--- src/rtl/wsit_consts.vh ---
// Contract
// - First byte: 7-bit address plus direction bit
// - Direction 0 writes, 1 reads
// - Matching address acked low on ninth clock
// - Mismatch: stay idle until next start
// - Write: eight bits then device acks
// - Data changes only while clock low
// - Read: device shifts out wiper setting
// - Each written byte loads new setting
// - Repeated reads return setting each byte
// - Target address is build-time parameter
// - Setting is 7-bit, 0 to 127
// - Reset presets setting to midscale
// - MSB ignored on write, zero on read
`ifndef WSIT_CONSTS_VH
`define WSIT_CONSTS_VH
`define WSIT_ADDR_W     7
`define WSIT_CODE_W     7
`define WSIT_ADDR_DEF   7'h2E
`define WSIT_MIDSCALE   7'h40
`define WSIT_BIT_LAST   4'h7
`define WSIT_BIT_ACK    4'h8
`define WSIT_BIT_ZERO   4'h0
`define WSIT_ST_IDLE    3'h0
`define WSIT_ST_ADDR    3'h1
`define WSIT_ST_WDATA   3'h2
`define WSIT_ST_RDATA   3'h3
`define WSIT_ST_RACK    3'h4
`endif

--- src/rtl/wsit_sync.v ---
`timescale 1ns/100ps
`include "wsit_consts.vh"
// two-stage synchroniser for both bus lines plus edge history
module wsit_sync (
  // clock and reset
  input  wire mclk,
  input  wire rst,
  // raw bus levels
  input  wire scl_in,
  input  wire sda_in,
  // synchronised levels and previous samples
  output reg  scl_s,
  output reg  sda_s,
  output reg  scl_p,
  output reg  sda_p
);
  reg scl_m; // first stage, read only by second stage
  reg sda_m; // first stage, read only by second stage

  // idle bus is high, so reset to high avoids a false start
  always @(posedge mclk) begin
    if (rst) begin
      scl_m <= 1'b1;
      sda_m <= 1'b1;
      scl_s <= 1'b1;
      sda_s <= 1'b1;
      scl_p <= 1'b1;
      sda_p <= 1'b1;
    end else begin
      scl_m <= scl_in;
      sda_m <= sda_in;
      scl_s <= scl_m;
      sda_s <= sda_m;
      scl_p <= scl_s;
      sda_p <= sda_s;
    end
  end
endmodule

--- src/rtl/wsit_target.v ---
`timescale 1ns/100ps
`include "wsit_consts.vh"
// two-wire target holding the 7-bit wiper setting
module wsit_target #(
  parameter [6:0] TARGET_ADDR = `WSIT_ADDR_DEF // build-time address
) (
  // clock and reset
  input  wire       mclk,
  input  wire       rst,
  // bus pins
  input  wire       scl_in,
  input  wire       sda_in,
  output reg        sda_out,
  output reg        sda_oe,
  // wiper setting to the resistor ladder
  output reg  [6:0] wiper_setting_register,
  output reg        wiper_update
);
  wire scl_s;   // synchronised clock line
  wire sda_s;   // synchronised data line
  wire scl_p;   // clock line one cycle earlier
  wire sda_p;   // data line one cycle earlier

  wsit_sync u_sync (
    .mclk   (mclk),
    .rst    (rst),
    .scl_in (scl_in),
    .sda_in (sda_in),
    .scl_s  (scl_s),
    .sda_s  (sda_s),
    .scl_p  (scl_p),
    .sda_p  (sda_p)
  );

  // bus events, all from synchronised samples
  wire scl_rise = scl_s & ~scl_p;                 // sample point
  wire scl_fall = ~scl_s & scl_p;                 // drive change point
  wire start_ev = scl_s & scl_p & sda_p & ~sda_s;
  wire stop_ev  = scl_s & scl_p & ~sda_p & sda_s;

  reg [2:0] st_q;      // protocol state
  reg [3:0] bit_q;     // bit index within nine-clock slot
  reg [7:0] sh_q;      // receive shift register
  reg [7:0] tx_q;      // transmit shift register
  reg       ack_q;     // device drives ack in this slot
  reg       nack_q;    // controller answered not-acknowledge

  // main protocol engine; scl edges seen by mclk, 400 ns bus period
  always @(posedge mclk) begin
    if (rst) begin
      st_q    <= `WSIT_ST_IDLE;
      bit_q   <= `WSIT_BIT_ZERO;
      sh_q    <= 8'h00;
      tx_q    <= 8'h00;
      ack_q   <= 1'b0;
      nack_q  <= 1'b0;
      sda_out <= 1'b0;
      sda_oe  <= 1'b0;
      wiper_setting_register <= `WSIT_MIDSCALE;
      wiper_update <= 1'b0;
    end else begin
      wiper_update <= 1'b0;
      sda_out      <= 1'b0; // open drain: only ever pulls low
      if (start_ev) begin
        // start (also repeated) abandons all and expects an address
        st_q   <= `WSIT_ST_ADDR;
        bit_q  <= `WSIT_BIT_ZERO;
        ack_q  <= 1'b0;
        sda_oe <= 1'b0;
      end else if (stop_ev) begin
        st_q   <= `WSIT_ST_IDLE;
        bit_q  <= `WSIT_BIT_ZERO;
        ack_q  <= 1'b0;
        sda_oe <= 1'b0;
      end else if (scl_rise) begin
        // sample on rising edge: line stable while clock high
        if (bit_q == `WSIT_BIT_ACK) begin
          bit_q <= `WSIT_BIT_ZERO;
          if (st_q == `WSIT_ST_RACK || st_q == `WSIT_ST_RDATA) begin
            nack_q <= sda_s; // high means controller is done
          end
        end else begin
          bit_q <= bit_q + 4'h1;
          sh_q  <= {sh_q[6:0], sda_s};
        end
      end else if (scl_fall) begin
        // drive changes only after the falling edge
        case (st_q)
          `WSIT_ST_IDLE: begin
            // idle: never drives
            sda_oe <= 1'b0;
          end
          `WSIT_ST_ADDR: begin
            if (bit_q == `WSIT_BIT_ACK && !ack_q) begin
              if (sh_q[7:1] == TARGET_ADDR) begin
                ack_q  <= 1'b1;
                sda_oe <= 1'b1; // low through ninth clock
              end else begin
                st_q   <= `WSIT_ST_IDLE;
                sda_oe <= 1'b0;
              end
            end else if (ack_q) begin
              ack_q <= 1'b0;
              if (sh_q[0]) begin
                // read mode, msb returns zero
                st_q   <= `WSIT_ST_RDATA;
                tx_q   <= {1'b0, wiper_setting_register} << 1;
                sda_oe <= 1'b1; // msb zero: pull low
              end else begin
                st_q   <= `WSIT_ST_WDATA;
                sda_oe <= 1'b0;
              end
            end else begin
              sda_oe <= 1'b0;
            end
          end
          `WSIT_ST_WDATA: begin
            if (bit_q == `WSIT_BIT_ACK && !ack_q) begin
              // full byte in: load at ack, msb dropped
              ack_q  <= 1'b1;
              sda_oe <= 1'b1;
              wiper_setting_register <= sh_q[6:0];
              wiper_update <= 1'b1;
            end else begin
              // stays in write state for next byte
              ack_q  <= 1'b0;
              sda_oe <= 1'b0;
            end
          end
          `WSIT_ST_RDATA: begin
            if (bit_q == `WSIT_BIT_ACK) begin
              // release for controller ack slot
              st_q   <= `WSIT_ST_RACK;
              sda_oe <= 1'b0;
            end else begin
              sda_oe <= ~tx_q[7];
              tx_q   <= {tx_q[6:0], 1'b0};
            end
          end
          `WSIT_ST_RACK: begin
            if (nack_q) begin
              st_q   <= `WSIT_ST_IDLE; // wait for stop
              sda_oe <= 1'b0;
            end else begin
              // acked: send setting again
              st_q   <= `WSIT_ST_RDATA;
              tx_q   <= {1'b0, wiper_setting_register} << 1;
              sda_oe <= 1'b1;
            end
          end
          default: begin
            st_q   <= `WSIT_ST_IDLE;
            sda_oe <= 1'b0;
          end
        endcase
      end
    end
  end
endmodule

--- config.mk ---
export PLATFORM = sky130hd
export DESIGN_NAME = wsit_target
export DESIGN_NICKNAME = d
export VERILOG_FILES = /design/src/rtl/wsit_sync.v /design/src/rtl/wsit_target.v
export VERILOG_INCLUDE_DIRS = /design/src /design/src/rtl
export SDC_FILE = /design/constraint.sdc
export NUM_CORES = 1
export LEC_CHECK = 0
export BUFFER_PORTS_ARGS = -buffer_cell sky130_fd_sc_hd__clkbuf_2
export CORE_AREA = 3 3 59 61
export CTS_BUF_LIST = sky130_fd_sc_hd__clkbuf_16
export CTS_CLUSTER_SIZE = 8
export DETAILED_ROUTE_END_ITERATION = 8
export DIE_AREA = 0 0 62 64
export HOLD_SLACK_MARGIN = 0.03
export PLACE_DENSITY = 0.79
export RECOVER_POWER = 50
export SLEW_MARGIN = 20
export SYNTH_ARGS = -nofsm -noshare
export SYNTH_HDL_FRONTEND = slang
export SYNTH_SLANG_ARGS = --single-unit
--- constraint.sdc ---
create_clock -name mclk -period 3.3 [get_ports mclk]
set_clock_uncertainty 0.15 [all_clocks]
set_input_delay 0.165 -clock mclk [delete_from_list [all_inputs] [get_ports mclk]]
set_output_delay 0.165 -clock mclk [all_outputs]
set_load 0.05 [all_outputs]
After elaboration in Yosys (flattened, before gate mapping). Cells that the tools add are included.

Input bits: 4. Logic and storage cells: 103. ROM bits: 0. Bits in registers: 40. Output and inout bits: 10. Memories kept: 0. Bits in latches: 0. Bits in writable memories: 0.

Bitwise operators: 19. Reduce and logical (&&, ||, !) cells: 18. Multiply operators: 0. Div/mod/pow operators: 0. Equal/unequal tests: 20. Add/sub/neg operators: 1. Shift operators: 0. Multiplexer cells: 29. $lt $le $gt $ge: 0.

Operator list (number): two-way mux 8 bit (5); one-hot mux 8 bit (3 select lines) (1); AND reduction 6 bit (3); two-way mux 1 bit (14); two-way mux 3 bit (4); != test 2 bit, second input constant (6); NOT 1 bit (12); one-hot mux 3 bit (4 select lines) (1); != test 5 bit, second input constant (2); AND reduction 10 bit (1); != test 3 bit, second input constant (3); AND reduction 4 bit (2); bitwise AND 1 bit (7); == test 7 x 6 -> 1 bit, second input constant (1); == test 3 x 2 -> 1 bit, second input constant (2); != test 3 x 1 -> 1 bit, second input constant (2); nonzero test 3 bit (2); OR reduction 6 bit (1); AND reduction 5 bit (1); adder 4 x 1 -> 4 bit, second input constant (1); == test 4 bit, second input constant (1); two-way mux 4 bit (1); != test 4 bit, second input constant (1); one-hot mux 1 bit (4 select lines) (1); 12 further kinds (12).

Longest topological paths before layout.
Word-level depth: 8. Mapped depth: 8. Mapped depth without buffers: 6.

Cells and area by module. From an unflattened synthesis, not the netlist that was laid out.

Cell total of the unflattened synthesis: 216. Area, all modules: 1921.8 µm².

Modules (own cells, without submodules): wsit_target (cells each 204, instances 1, area each 1764.2 µm²); wsit_sync (cells each 12, instances 1, area each 157.7 µm²).

Least setup slack after synthesis. Ideal clock, no wire load.

Kind: register -> register. Start point: register bit_q[0]. End point: register tx_q[4]. Cell stages (with the launch flop): 9. Required time: 3.059 ns. Path slack: 1.409 ns. Period minus slack after synthesis: 1.891 ns. Arrival time: 1.650 ns. Path through: dfxtp_1 > inv_1 > ha_1 > and3b_1 > clkbuf_1 > a31oi_2 > buf_2 > a21oi_1 > a311oi_1.

Word-level cells in the longest chain between the ends: 4.

Ends and longest elaborated chain: start: declaration (line wsit_target.v:42) `reg [3:0] bit_q;`; start signal: assignment (line wsit_target.v:52) `` bit_q <= `WSIT_BIT_ZERO; ``; start signal: assignment (line wsit_target.v:67) `` bit_q <= `WSIT_BIT_ZERO; ``; start signal: assignment (line wsit_target.v:72) `` bit_q <= `WSIT_BIT_ZERO; ``; == test 4 bit (no line) *; logical AND 1 bit (line wsit_target.v:94) `` if (bit_q == `WSIT_BIT_ACK && !ack_q) begin ``; != test 2 bit (no line); AND reduction 10 bit (no line) *; end signal: assignment (line wsit_target.v:107) `tx_q <= {1'b0, wiper_setting_register} << 1;`; end signal: assignment (line wsit_target.v:137) `tx_q <= {tx_q[6:0], 1'b0};`; end signal: assignment (line wsit_target.v:147) `tx_q <= {1'b0, wiper_setting_register} << 1;`; end: declaration (line wsit_target.v:44) `reg [7:0] tx_q;`.

Mark *: on every way between the ends. The rest lies on a longest branch, timed or not. A chain may end at the register's enable or synchronous reset.

Worst setup path in the final report.
Start point: register bit_q[0]. End point: register wiper_setting_register[0].

Word-level cells in the longest chain between the ends: 3.

Ends and longest elaborated chain: == test 4 bit (no line); logical AND 1 bit (line wsit_target.v:118) `` if (bit_q == `WSIT_BIT_ACK && !ack_q) begin ``; AND reduction 6 bit (no line); end signal: assignment (line wsit_target.v:59) `` wiper_setting_register <= `WSIT_MIDSCALE; ``; end signal: assignment (line wsit_target.v:122) `wiper_setting_register <= sh_q[6:0];`; end: declaration (line wsit_target.v:16) `output reg [6:0] wiper_setting_register,`.

Every way passes these cells.

==> summary.txt <==
Run status
  • Status: completed

Setup path
  • CP Cell Sequence: inv_1 > ha_1 > nand4bb_4 > nor4_2 > mux2i_1 > nor2_1
  • Crit path kind: flip-flop to flip-flop
  • Critical path startpoint category: flip-flop
  • Critical path peak fanout: 9
  • Crit path DAT: 2390 ps
  • Worst EP required: 3270 ps
  • CP Capture Type: flip-flop
  • Max incr delay on CP: 930 ps
  • R2R setup slack: 880 ps
  • Slowest cell on the critical path: nor4_2
  • Crit Reg-Reg Endpoint: wiper_setting_register[0]
  • R2r startpoint: bit_q[0]
  • Reg2reg path depth: 6

Layout
  • Fill cells: 252
  • Syn-to-layout area delta: 11.0%
  • Ant diodes: 0
  • Nets: 216
  • Fraction of layout cells with a size suffix above 1: 0.100
  • Fin area: 2040 um^2
  • FF/Latch Area: 781 um^2
  • Multi-input combinational cell area: 960 um^2

Die
  • Initial Util: 0.607
  • IO Pins: 14
  • CORE AREA: 3030 um^2
  • DIE HEIGHT: 64 um
  • Die X: 62 um
  • Row count: 20
  • Die ar.: 3970 um^2

Global route
  • Vias in the first global route: 1450
  • Largest net degree at the start of global routing: 33
  • GRT overflow: 0
  • Initial antenna violation count: 0
  • Total track usage: 0.227
  • First-pass GRT wire length: 6780 um

Synth
  • Top_reg_cell synth: dfxtp_1
  • Ys Warns: 0
  • Unique masters post-synth: 49
  • Syn_nets: 208
  • Synth Register Bits: 39
  • Largest cells by area after synthesis: dfxtp_1 (42%), mux2i_1 (7.1%), a21oi_1 (6.8%), nand2_1 (5.3%), a311oi_1 (3.8%)
  • Synth top area share: 0.425
  • Fraction of registers with async set or reset after synthesis: 0
  • Cells after Synth: 202
  • Mapped cell area: 1840 um^2
  • EDFF count, synth: 0
  • Part of the Yosys area used for sequential elements: 0.425
  • Syn Area/Cell: 9.10 um^2
  • Cell taking the most area after synthesis: dfxtp_1

Clock network
  • CTS Sinks: 39
  • CTS Buf Count: 5
  • Clk pin slew, worst setup/hold paths: 60 ps
  • CTS HTree Levels: 2
  • Post-CTS sizing: 0
  • Root buf cell: clkbuf_16
  • CTS tree: done
  • Clock latency on the worst-skew pair: 280 ps
  • Clk buf depth: 2

Routing
  • Number of nets with antenna violations after routing: 0
  • DR iter-0 viols: 112
  • Via count: 1513
  • WL/cell: 15.4 um
  • Routed wire length: 3910 um
  • Drc violations: 0
  • Via density: 5.96
  • Pre-antenna DRT Iters: 4

STA
  • Count of final max-slew check failures: 0
  • Final setup violation count: 0
  • Relative slew slack: 0.165
  • Hold_ws: 256 ps
  • Final setup TNS: 0 ps
  • Final worst slack: 878 ps
  • Worst slew pin tran: 1250 ps
  • Unrepaired setup endpoints after global routing: false
  • Fmax: 413 MHz
  • Final period util: 0.734
  • Fin crit period: 2420 ps
  • Final hold violation count: 0

Placed design
  • PortBufs: 12
  • Pre-CTS setup slack: 1190 ps
  • GPL Wtd Cong: 0.848
  • DP Area: 1880 um^2
  • Final HPWL DP: 2660 um

Pwr
  • Clk network pwr share: 0.508
  • P_sw: 212 uW
  • Power density cells: 515 nW/um^2
  • Flop pwr share: 0.458
  • Maximum vdd ir drop: 0.382 mV
  • LEAKAGE: 0.693 nW
  • Net Sw Frac: 0.202
  • Part of the power in combinational logic: 0.034
  • Power Internal: 840 uW

Worst hold path
  • Hold EP: u_sync.scl_s
  • Worst Hold Class: flip-flop to flip-flop
  • Hold_sp: u_sync.scl_m
  • WHS Path Cells: 1

Run
  • Max-cap violation count: 0
==> metal layers <==
metal | wire length (um) | global-route usage | up-vias
li1 | - | - | 739
met5 | 0 | 0 | -
met3 | 197 | 0.0566 | 7
met4 | 59 | 0.0743 | 0
met1 | 1670 | 0.290 | 725
met2 | 1980 | 0.364 | 42
==> power groups by stage <==
stage	Sequential, mW	Combinational, mW	Clock (mW)
floorplan	0.489	0.0322	0
global placement	0.491	0.0328	0
detailed placement	0.492	0.0341	0
CTS	0.482	0.0364	0.539
global route	0.482	0.0395	0.560
finish	0.482	0.0358	0.534
==> worst max path at each step <==
stage,to,slack (ps),from,depth (start not counted)
floorplan,tx_q[4],1410,bit_q[0],8
global placement,tx_q[2],1290,bit_q[0],6
detailed placement,tx_q[3],1190,bit_q[0],6
CTS,tx_q[3],1150,bit_q[0],6
global route,wiper_setting_register[1],680,bit_q[0],6
finish,wiper_setting_register[0],880,bit_q[0],6
==> sequential cells by signal, summed over array words and instances, names as in the netlist <==
signal	flops
ack_q	1
bit_q	4
nack_q	1
sda_oe	1
sh_q	8
st_q	3
tx_q	7
u_sync.scl_m	1
u_sync.scl_p	1
u_sync.scl_s	1
u_sync.sda_m	1
u_sync.sda_p	1
u_sync.sda_s	1
wiper_setting_register	7
wiper_update	1
==> timing repair <==
action / CTS / global route
hold endpoints to repair: 2 / 0
hold buffers: 2 / 0
endpoints found under the setup margin: 0 / 0
buffers inserted: 0 / 0
==> cell families after synthesis <==
logic type      count (synthesis)  synth area share
xor+xnor                        2           0.00953
mux                            13            0.0708
simple gates                   79             0.255
fa+ha+maj                       2            0.0136
flops                          39             0.425
other cells                     1           0.00204
compound gates                 49             0.177
buf+inv                        17            0.0470
==> cells in the final DEF (no fill, tap or decap), types with 3 or more instances in the layout <==
master and count:
dfxtp_1 39, nand2_1 26, a21oi_1 25, nor2_1 14, mux2i_1 13, clkbuf_1 10
a311oi_1 8, or2_2 5, clkbuf_16 5, inv_1 4, nand3_1 4, nand2b_1 3
or4b_1 3, nor2b_1 3, or3_1 3
==> cell usage after synthesis (all sizes together), types with 3 or more instances <==
cell type / instances
nor2b: 3
a31oi: 3
mux2i: 13
or2: 5
or4b: 3
or3: 3
inv: 4
buf: 7
clkbuf: 6
a21oi: 25
dfxtp: 39
nand2b: 4
nand3: 4
nand2: 26
a311oi: 8
nor2: 14
==> critical path, delay by kind of cell (launching register included) <==
kind	cells	cell delay [ps]
AND/OR/NAND/NOR	3	1150
flip-flops	1	330
multiplexers	1	310
adder cells (fa/ha/maj)	1	240
buffers and inverters	1	80
==> stage by stage <==
| stage | std cells | power [mW] | util |
|---|---|---|---|
| 2_1_floorplan | 202 | 0.521 | - |
| 3_3_place_gp | 245 | 0.524 | 0.621 |
| 3_5_place_dp | 245 | 0.526 | 0.621 |
| 4_1_cts | 254 | 1.06 | 0.682 |
| 5_1_grt | 254 | 1.08 | 0.674 |
| 6_report | 254 | 1.05 | 0.674 |
==> cell type report <==
type | count | area share
inverter | 4 | 0.00736
sequential | 39 | 0.383
multi-input combinational | 146 | 0.470
clock buffer | 5 | 0.0613
tap | 44 | 0.0270
clock inverter | 2 | 0.0184
timing repair buffer | 14 | 0.0331
Note: power is estimated with default switching activity, not from simulation.
